File: src/pkg/sacc_pkg.sv
/*
  sacc_pkg: constants and carrier types for the converter conversion-control block.
  assumes a single 10 MHz clock; all times are converted to cycles here.
*/
package sacc_pkg;

  // ----------------------------------------------------------------
  // word layout
  // ----------------------------------------------------------------
  localparam int RESULT_WIDTH = 16;
  localparam int LANE_WIDTH = 8;
  localparam int BIT_INDEX_WIDTH = 4;
  localparam logic [BIT_INDEX_WIDTH-1:0] MSB_INDEX = 4'h f;
  localparam logic [RESULT_WIDTH-1:0] RESULT_RESET = 16'h0000;
  localparam logic [RESULT_WIDTH-1:0] TRIAL_MSB = 16'h8000;

  // ----------------------------------------------------------------
  // timing
  // ----------------------------------------------------------------
  localparam int CLOCK_HZ = 10_000_000;
  localparam int CLOCK_PERIOD_NS = 1_000_000_000 / CLOCK_HZ;
  // internal bit-decision step; sixteen steps must fit inside one conversion
  localparam int BIT_STEP_NS = 400;
  localparam int BIT_STEP_CYCLES = (BIT_STEP_NS + CLOCK_PERIOD_NS - 1) / CLOCK_PERIOD_NS;
  localparam int STEP_COUNT_WIDTH = 4;
  // latch update to busy release spacing
  localparam int LATCH_TO_BUSY_NS = 200;
  localparam int LATCH_TO_BUSY_CYCLES =
    (LATCH_TO_BUSY_NS + CLOCK_PERIOD_NS - 1) / CLOCK_PERIOD_NS;

  // ----------------------------------------------------------------
  // carriers
  // ----------------------------------------------------------------
  typedef enum logic [1:0] {
    SACC_IDLE,
    SACC_CONVERT,
    SACC_RELEASE
  } sacc_phase_t;

  typedef struct packed {
    logic [LANE_WIDTH-1:0] upper_data_lanes;
    logic [LANE_WIDTH-1:0] lower_data_lanes;
  } sacc_bus_t;

  typedef struct packed {
    logic chip_select_n;
    logic read_convert;
    logic half_swap;
  } sacc_ctl_t;

endpackage

File: src/logic/sacc_word_buffer.sv
/*
  sacc_word_buffer: two-entry valid/ready buffer for finished result words.
  assumes source and sink on the same clock; synchronous active-low reset.
*/
`timescale 1ns/100ps
`default_nettype none

module sacc_word_buffer #(
  parameter int WIDTH = 16
) (
  input wire logic i_clock,
  input wire logic i_nrst,
  input wire logic i_valid,
  output logic o_ready,
  input wire logic [WIDTH-1:0] i_data,
  output logic o_valid,
  input wire logic i_ready,
  output logic [WIDTH-1:0] o_data
);
  import sacc_pkg::*;

  typedef struct packed {
    logic [1:0][WIDTH-1:0] slot;
    logic [1:0] count;
  } sacc_buf_state_t;

  sacc_buf_state_t state_reg;
  sacc_buf_state_t state_next;
  logic push;
  logic pop;

  assign o_ready = (state_reg.count != 2'd2);
  assign o_valid = (state_reg.count != 2'd0);
  assign o_data = state_reg.slot[0];
  assign push = i_valid && o_ready;
  assign pop = o_valid && i_ready;

  always_comb
  begin
    state_next = state_reg;
    if (pop)
    begin
      state_next.slot[0] = state_reg.slot[1];
    end
    if (push)
    begin
      if (state_reg.count == 2'd0 || (state_reg.count == 2'd1 && pop))
        state_next.slot[0] = i_data;
      else if (pop)
        state_next.slot[0] = i_data;
      else
        state_next.slot[1] = i_data;
    end
    if (push && pop && state_reg.count == 2'd2)
      state_next.slot[1] = i_data;
    state_next.count = 2'(state_reg.count + {1'b0, push} - {1'b0, pop});
  end

  always_ff @(posedge i_clock)
  begin
    if (!i_nrst)
      state_reg <= '0;
    else
      state_reg <= state_next;
  end

endmodule // sacc_word_buffer

`default_nettype wire

File: src/logic/sacc_conversion_control.sv
/*
  sacc_conversion_control: conversion sequencing, busy status and three-state
  result bus of a 16-bit successive-approximation converter.
  assumes host pins are asynchronous (synchronised here) and an external
  comparator answers each bit trial; the pin pads resolve the enables.
*/
`timescale 1ns/100ps
`default_nettype none

module sacc_conversion_control (
  input wire logic i_clock,
  input wire logic i_nrst,
  input wire sacc_pkg::sacc_ctl_t i_ctl,
  input wire logic i_compare_high,
  output logic o_sample_hold,
  output sacc_pkg::sacc_bus_t o_trial_word,
  output logic o_busy,
  output sacc_pkg::sacc_bus_t o_data,
  output logic [sacc_pkg::RESULT_WIDTH-1:0] o_data_oe,
  output logic o_word_valid,
  input wire logic i_word_ready,
  output logic [sacc_pkg::RESULT_WIDTH-1:0] o_word
);
  import sacc_pkg::*;

  // ----------------------------------------------------------------
  // state
  // ----------------------------------------------------------------
  typedef struct packed {
    sacc_ctl_t sync1;
    sacc_ctl_t sync2;
    logic start_level;
    logic enable_level;
    sacc_phase_t phase;
    logic [RESULT_WIDTH-1:0] trial;
    logic [RESULT_WIDTH-1:0] latch;
    logic [BIT_INDEX_WIDTH-1:0] bit_index;
    logic [STEP_COUNT_WIDTH-1:0] step_count;
    logic busy;
    logic drive;
    sacc_bus_t data;
    logic push;
  } sacc_state_t;

  sacc_state_t state_reg;
  sacc_state_t state_next;
  logic start_request;
  logic enable_request;
  logic combined_start;
  logic buffer_ready;
  logic step_tick;

  function automatic sacc_bus_t sacc_lanes(input logic [RESULT_WIDTH-1:0] word,
                                           input logic swap);
    sacc_bus_t lanes;
    if (swap)
      lanes = {word[LANE_WIDTH-1:0], word[RESULT_WIDTH-1:LANE_WIDTH]};
    else
      lanes = word;
    return lanes;
  endfunction

  // ----------------------------------------------------------------
  // pin decode
  // ----------------------------------------------------------------
  // the two inputs are ORed, so one low level serves both start paths
  assign combined_start = !state_reg.sync2.chip_select_n && !state_reg.sync2.read_convert;
  // falling of the OR output: covers both read/convert and chip select edges
  assign start_request = combined_start && !state_reg.start_level;
  assign enable_request = !state_reg.sync2.chip_select_n && state_reg.sync2.read_convert;
  assign step_tick = (state_reg.step_count == STEP_COUNT_WIDTH'(BIT_STEP_CYCLES - 1));

  always_comb
  begin
    state_next = state_reg;
    state_next.sync1 = i_ctl;
    state_next.sync2 = state_reg.sync1;
    state_next.start_level = combined_start;
    state_next.enable_level = enable_request;
    state_next.push = 1'b0;
    // rising read/convert under chip select, or chip select falling under read
    state_next.drive = enable_request;
    state_next.data = sacc_lanes(state_reg.latch, state_reg.sync2.half_swap);
    unique case (state_reg.phase)
      SACC_IDLE:
      begin
        if (start_request)
        begin
          state_next.phase = SACC_CONVERT;
          state_next.busy = 1'b0;
          state_next.trial = TRIAL_MSB;
          state_next.bit_index = MSB_INDEX;
          state_next.step_count = '0;
        end
      end
      SACC_CONVERT:
      begin
        // further start edges fall through untouched here
        state_next.step_count = STEP_COUNT_WIDTH'(state_reg.step_count + 1'b1);
        if (step_tick)
        begin
          state_next.step_count = '0;
          // keep or drop the bit under trial, then try the next lower one
          state_next.trial[state_reg.bit_index] = i_compare_high;
          if (state_reg.bit_index == '0)
          begin
            state_next.trial = {state_reg.trial[RESULT_WIDTH-1:1], i_compare_high};
            state_next.latch = {state_reg.trial[RESULT_WIDTH-1:1], i_compare_high};
            state_next.push = buffer_ready;
            state_next.phase = SACC_RELEASE;
          end
          else
          begin
            state_next.trial[state_reg.bit_index - 1'b1] = 1'b1;
            state_next.bit_index = state_reg.bit_index - 1'b1;
          end
        end
      end
      SACC_RELEASE:
      begin
        // busy waits one latch-settle interval so the data already stands
        state_next.step_count = STEP_COUNT_WIDTH'(state_reg.step_count + 1'b1);
        if (state_reg.step_count == STEP_COUNT_WIDTH'(LATCH_TO_BUSY_CYCLES - 1))
        begin
          state_next.busy = 1'b1;
          state_next.phase = SACC_IDLE;
          // a start level still present now is not an edge: host keeps one high
          state_next.step_count = '0;
        end
      end
      default:
      begin
        state_next.phase = SACC_IDLE;
      end
    endcase
  end

  always_ff @(posedge i_clock)
  begin
    if (!i_nrst)
    begin
      state_reg <= '0;
      state_reg.sync1 <= 3'b110;
      state_reg.sync2 <= 3'b110;
      state_reg.busy <= 1'b1;
      state_reg.start_level <= 1'b0;
      state_reg.phase <= SACC_IDLE;
    end
    else
      state_reg <= state_next;
  end

  // ----------------------------------------------------------------
  // result stream
  // ----------------------------------------------------------------
  // a word is dropped only if the sink stalls past two conversions
  sacc_word_buffer #(
    .WIDTH(RESULT_WIDTH)
  ) u_buffer (
    .i_clock(i_clock),
    .i_nrst(i_nrst),
    .i_valid(state_reg.push),
    .o_ready(buffer_ready),
    .i_data(state_reg.latch),
    .o_valid(o_word_valid),
    .i_ready(i_word_ready),
    .o_data(o_word)
  );

  assign o_sample_hold = (state_reg.phase == SACC_CONVERT);
  assign o_trial_word = state_reg.trial;
  assign o_busy = state_reg.busy;
  assign o_data = state_reg.data;
  assign o_data_oe = {RESULT_WIDTH{state_reg.drive}};

  // ----------------------------------------------------------------
  // checks: conversion sequence
  // ----------------------------------------------------------------
  // busy-low stretch: one step per result bit, then the latch-settle gap
  localparam int BUSY_LOW_CYCLES = RESULT_WIDTH * BIT_STEP_CYCLES + LATCH_TO_BUSY_CYCLES;
  localparam int BUSY_HOLD = BUSY_LOW_CYCLES - 1;
endmodule // sacc_conversion_control

`default_nettype wire

File: config.mk
export PLATFORM = sky130hd
export DESIGN_NAME = sacc_conversion_control
export DESIGN_NICKNAME = d
export VERILOG_FILES = /design/src/pkg/sacc_pkg.sv /design/src/logic/sacc_word_buffer.sv /design/src/logic/sacc_conversion_control.sv
export SDC_FILE = /design/constraint.sdc
export NUM_CORES = 1
export LEC_CHECK = 0
export BUFFER_PORTS_ARGS = -buffer_cell sky130_fd_sc_hd__buf_2
export CAP_MARGIN = 15
export CORE_ASPECT_RATIO = 1.5
export CORE_MARGIN = 4
export CORE_UTILIZATION = 57
export CTS_CLUSTER_SIZE = 12
export DETAILED_ROUTE_END_ITERATION = 12
export PLACE_DENSITY = 0.77
export SYNTH_ARGS = -nofsm -noshare
export SYNTH_HDL_FRONTEND = slang
export SYNTH_SLANG_ARGS = --single-unit
File: constraint.sdc
create_clock -name i_clock -period 2.22 [get_ports i_clock]
set_input_delay 0.444 -clock i_clock [delete_from_list [all_inputs] [get_ports i_clock]]
set_output_delay 0.444 -clock i_clock [all_outputs]
set_load 0.01 [all_outputs]
==> results of run 1 <==
==> kinds of logic (layout without fill, tap and decap cells) <==
logic type,Yosys count,count (layout),synth area share
flops,102,102,0.396
fa+ha+maj,13,13,0.0315
compound gates,103,103,0.151
simple gates,202,202,0.203
buf+inv,108,109,0.134
mux,42,42,0.0817
xor+xnor,2,2,0.00339
==> power breakdown <==
group | total [mW] | internal, mW | switching (mW)
Sequential | 1.93 | 1.89 | 0.0371
Combinational | 0.403 | 0.169 | 0.234
Clock | 1.51 | 0.826 | 0.682
Total | 3.84 | 2.89 | 0.953
==> critical path, stage by stage, from the launching register on <==
cell and delay, ns:
dfxtp_1 0.43, inv_1 0.12, ha_1 0.22, nor3b_4 0.18
o21a_2 0.26, nor2_4 0.16, nor2b_4 0.12, a221o_1 0.37
==> worst paths after layout <==
kind	from	to	slack (ns)	depth (start not counted)
hold reg to reg	state_next[65]	state_reg[65]	0.41	1
setup / recovery	state_reg[23]	o_trial_word[10]	0.24	7
hold / removal	i_ctl[2]	state_next[65]	0.28	2
setup reg to reg	state_reg[23]	o_trial_word[10]	0.24	7
==> Yosys cell counts, drive strengths merged, types with 2 or more instances <==
master	count
o21a	2
nor3b	2
and2	10
dfxtp	102
nor3	6
nand3	17
a221o	7
a31oi	6
buf	79
nand2	62
a21oi	15
a21o	5
inv	14
clkbuf	15
a21boi	18
or2	4
mux2i	41
o221ai	17
nor2b	35
o31ai	4
o211a	2
nand2b	10
o2bb2ai	6
and3	4
nor2	47
ha	13
o22ai	2
xnor2	2
o21ai	14
==> final cells by class <==
class | instances | area share
Clock buffer | 12 | 0.0478
Clock inverter | 4 | 0.00582
Inverter | 14 | 0.00978
Multi-Input combinational cell | 362 | 0.452
Sequential cell | 102 | 0.380
Tap cell | 110 | 0.0256
Timing Repair Buffer | 79 | 0.0787
==> through the flow <==
stage	area (sq um)	cells	hold slack, ns	total power [mW]
final	5370	683	0.276	3.84
after global routing	5370	683	0.278	3.99
after CTS	5370	683	0.271	3.87
after detailed placement	5080	667	0.392	2.38
after global placement	5080	667	0.388	2.37
after floorplan	5160	572	0.386	2.33
==> metal layers <==
layer / vias to the layer above / global-route usage / share of wire
met5: - / 0 / 0
met4: 0 / 0.110 / 0.037
met3: 30 / 0.0318 / 0.048
met2: 122 / 0.370 / 0.53
met1: 1764 / 0.216 / 0.39
li1: 1888 / - / -
==> results.toml, run 1 <==
[outcome]
status = "finished clean"

[worst_setup_path]
worstPathRequired_ns = 2.45
cp_data_arrival_time_ns = 2.21
end_kind = "register"
crit_fanout = 14
cp-start-kind = "register"
crit_type = "register to register"

[drt]
firstDrtPassIters = 5
route.detailed.drc = 0
viasPerCell = 5.57
wirelength_um = 10500
drt_iter0_drc = 187
drtAntennaViolNets = 0
via_count = 3804
wire_per_inst_um = 15.4

[yosys]
synth_nets = 592
synthCells = 572
ys_warn_count = 0
synth_async_sr_flop_share = 0
synthFlopType = "dfxtp_1"
synthesis.area_sq_um = 5160
yosys-top-cells-area = "dfxtp_1, buf_4, mux2i_1, nand2_1, nor2b_1"
yosysTopAreaCell = "dfxtp_1"
avgSynthCellArea_sq_um = 9.03
synth_top_area_frac = 0.396
ys_types = 56
synth-edff-count = 0
ys_seq_area_frac = 0.396
ys_ff_latch = 102

[clock_network]
path_clk_slew_ns = 0.07
clk-insertion-delay-late_ns = 0.34
cts_resized = 0
cts_setup_buffers = 0
clk_path_buf_depth = 2
root_buffer = "clkbuf_16"
cts_tree = "yes"
hold_buffers = 0
cts_max_level = 3
cts_num_sinks = 102
numCtsBuffers = 9

[final_layout]
fin_nets = 588
areaGrowthSynthToFinish_pct = 4.05
seqCellArea_sq_um = 2040
diodes = 0
multi_input_area_sq_um = 2430
largest_reg_flops = 31
fillers = 784
final_common_cell = "dfxtp_1"
drive_gt1_frac = 0.195
final_util = 0.608
layout_common_cells = "dfxtp_1, buf_2, nand2_1"

[sta]
tightest_slew_ns = 0.579
period_needed_ns = 1.98
max_clock_freq_mhz = 505
drv_slew = 0
setup_tns_ns = 0
setup_viol = 0
finalCritPeriodShare = 0.892
hold_violations = 0
relSlewSlack = 0.613
rsz0062_at_grt = "no"
finClkSkew_ns = 0.00445
post-route-worst-setup-slack_ns = 0.241

[global_routing]
grt-ovfl-total = 0
antenna_found_initial = 0
grt_pass1_wl_um = 17600
grt_pass1_vias = 3692
grt_usage = 0.202
grt_max_degree = 63

[floorplan]
die_h_um = 125
fp-row-count = 42
die_x_um = 85.7
initial_core_util = 0.585
die-area_sq_um = 10700
io_pins = 74
core_region_area_sq_um = 8830

[power]
leakage_nw = 2.36
powerDensity_nw_per_um2 = 715
max-vdd-ir-drop_mv = 0.463

[min_path]
hold_class = "input pin to register"

[placed_design]
io_buffers = 73
gp_congestion = 0.901
place_hpwl_um = 7670
pre_cts_ws_ns = 0.262

[flow_run]
cap_violations = 0
(Power assumes the default switching activity.)
==> run 2, diff against run 1 <==
Settings changed: PLACE_DENSITY 0.77 to default, PLACE_DENSITY_LB_ADDON from default to 0.08, RECOVER_POWER from default to 50, TNS_END_PERCENT from default to 20.
==> run 2 against run 1 <==
Compared with the run above:
- worst hold slack improved by 0.011 ns
- power rose by 6.0%
- combinational power fell by 3%
- global-route usage fell by 0.40 points
- critical path type unchanged
- die area did not move
- setup slack got worse by 0.023 ns
- cell area did not move
- register-to-register slack got worse by 0.02 ns
- non-clock buffer count did not move
- sequential power barely moved
- clock power rose by 16%
- routed wire length fell by 0.82%
==> results.toml, run 2 (same netlist as run 1, synthesis figures left out) <==
[clock_network]
cts_setup_buffers = 0
cts_max_level = 3
cts_tree = "yes"
hold_buffers = 0
path_clk_slew_ns = 0.06
cts_resized = 0
numCtsBuffers = 9
cts_num_sinks = 102
root_buffer = "clkbuf_16"
clk-insertion-delay-late_ns = 0.34
clk_path_buf_depth = 2

[worst_setup_path]
cp_cell_sequence = "inv_1, ha_1, buf_4, or2_1, o21ai_0, a21oi_1, nor2_1, a221o_1"
rr_worst_depth = 8
critPathSlowestCell = "dfxtp_1"
cp-start-kind = "register"
rr_endpoint = "o_trial_word[10]"
worstPathRequired_ns = 2.50
end_kind = "register"
ff2ff_setup_slack_ns = 0.22
r2r_start = "state_reg[23]"
slowest_delay_ns = 0.44
crit_buf_inv = 2
critPathTopFamily = "compound AO/OA/AOI/OAI gates"
crit_type = "register to register"
cp_data_arrival_time_ns = 2.29
crit_fanout = 12

[power]
powerDensity_nw_per_um2 = 758
leakage_nw = 2.19
power_mw = 4.07
max-vdd-ir-drop_mv = 0.484

[drt]
route.detailed.drc = 0
viasPerCell = 5.48
drtAntennaViolNets = 0
firstDrtPassIters = 4
via_count = 3746
drt_iter0_drc = 170
wirelength_um = 10400
wire_per_inst_um = 15.3

[placed_design]
io_buffers = 73
dpl-instance-area_sq_um = 5080
gp_congestion = 0.884
place_hpwl_um = 7720

[final_layout]
final_common_cell = "dfxtp_1"
fillers = 802
seqCellArea_sq_um = 2040
multi_input_area_sq_um = 2430
drive_gt1_frac = 0.120
layout_common_cells = "dfxtp_1, nand2_1, nor2_1"
areaGrowthSynthToFinish_pct = 4.05
fin_nets = 588
largest_reg_flops = 31
diodes = 0
final_area_sq_um = 5370

[sta]
setup_tns_ns = 0
finalCritPeriodShare = 0.902
relSlewSlack = 0.122
rsz0062_at_grt = "no"
finClkSkew_ns = 0.00780
period_needed_ns = 2.00
drv_slew = 0
max_clock_freq_mhz = 499
hold_violations = 0
tightest_slew_ns = 1.32
setup_viol = 0

[min_path]
min_from = "i_ctl[2]"
hold_end = "state_next[65]"
hold_class = "input pin to register"
hold_depth = 2

[floorplan]
io_pins = 74
die-area_sq_um = 10700
die_h_um = 125
fp-row-count = 42
initial_core_util = 0.585
core_region_area_sq_um = 8830
die_x_um = 85.7

[outcome]
status = "finished clean"

[global_routing]
grt_usage = 0.198
grt_max_degree = 63
grt_pass1_wl_um = 17100
antenna_found_initial = 0
grt_pass1_vias = 3529
grt-ovfl-total = 0

[flow_run]
cap_violations = 0
## run 2: worst max-delay path by stage
stage | startpoint | end | slack [ns] | cells after the start
5_1_grt | state_reg[23] | o_trial_word[10] | 0.02 | 8
3_3_place_gp | state_reg[23] | o_trial_word[10] | 0.34 | 8
6_report | state_reg[23] | o_trial_word[10] | 0.22 | 8
3_5_place_dp | state_reg[23] | o_trial_word[10] | 0.22 | 8
2_1_floorplan | u_buffer.state_reg[0] | u_buffer.state_reg[1] | 0.45 | 8
4_1_cts | state_reg[23] | o_trial_word[10] | 0.21 | 8
## run 2: worst register-to-register path, delay by kind of cell (launching register included)
kind,cells,cell delay (ns)
AO/OA/AOI/OAI,3,0.50
buffers and inverters,2,0.30
adder cells (fa/ha/maj),1,0.23
AND/OR/NAND/NOR,2,0.49
flip-flops,1,0.44
## run 2: final cells by class
cell class	instances	area share
inverters	14	0.00978
clock buffers	12	0.0496
repair buffers	79	0.0685
multi-input cells	362	0.452
clock inverters	4	0.0142
flip-flops and latches	102	0.380
well taps	110	0.0256
## run 2: per-layer routing
metal | vias to the layer above | track usage | wire length, um
met1 | 1768 | 0.217 | 4170
met3 | 16 | 0.0265 | 360
li1 | 1892 | - | -
met5 | - | 0 | 0
met4 | 0 | 0.0969 | 245
met2 | 70 | 0.364 | 5650
## run 2: metrics by stage
stage                util  std cells  setup slack [ns]  hold slack, ns
floorplan               -        572             0.452           0.386
detailed placement  0.576        667             0.222           0.400
finish              0.608        683             0.217           0.286
CTS                 0.615        683             0.211           0.280
global placement    0.576        667             0.338           0.388
global route        0.608        683            0.0234           0.280
## run 2: report_power, final
part           leakage, nW  switching, mW  internal, mW
Clock                0.165          0.664          1.08
Combinational         1.20          0.235         0.156
Sequential           0.824         0.0379          1.89
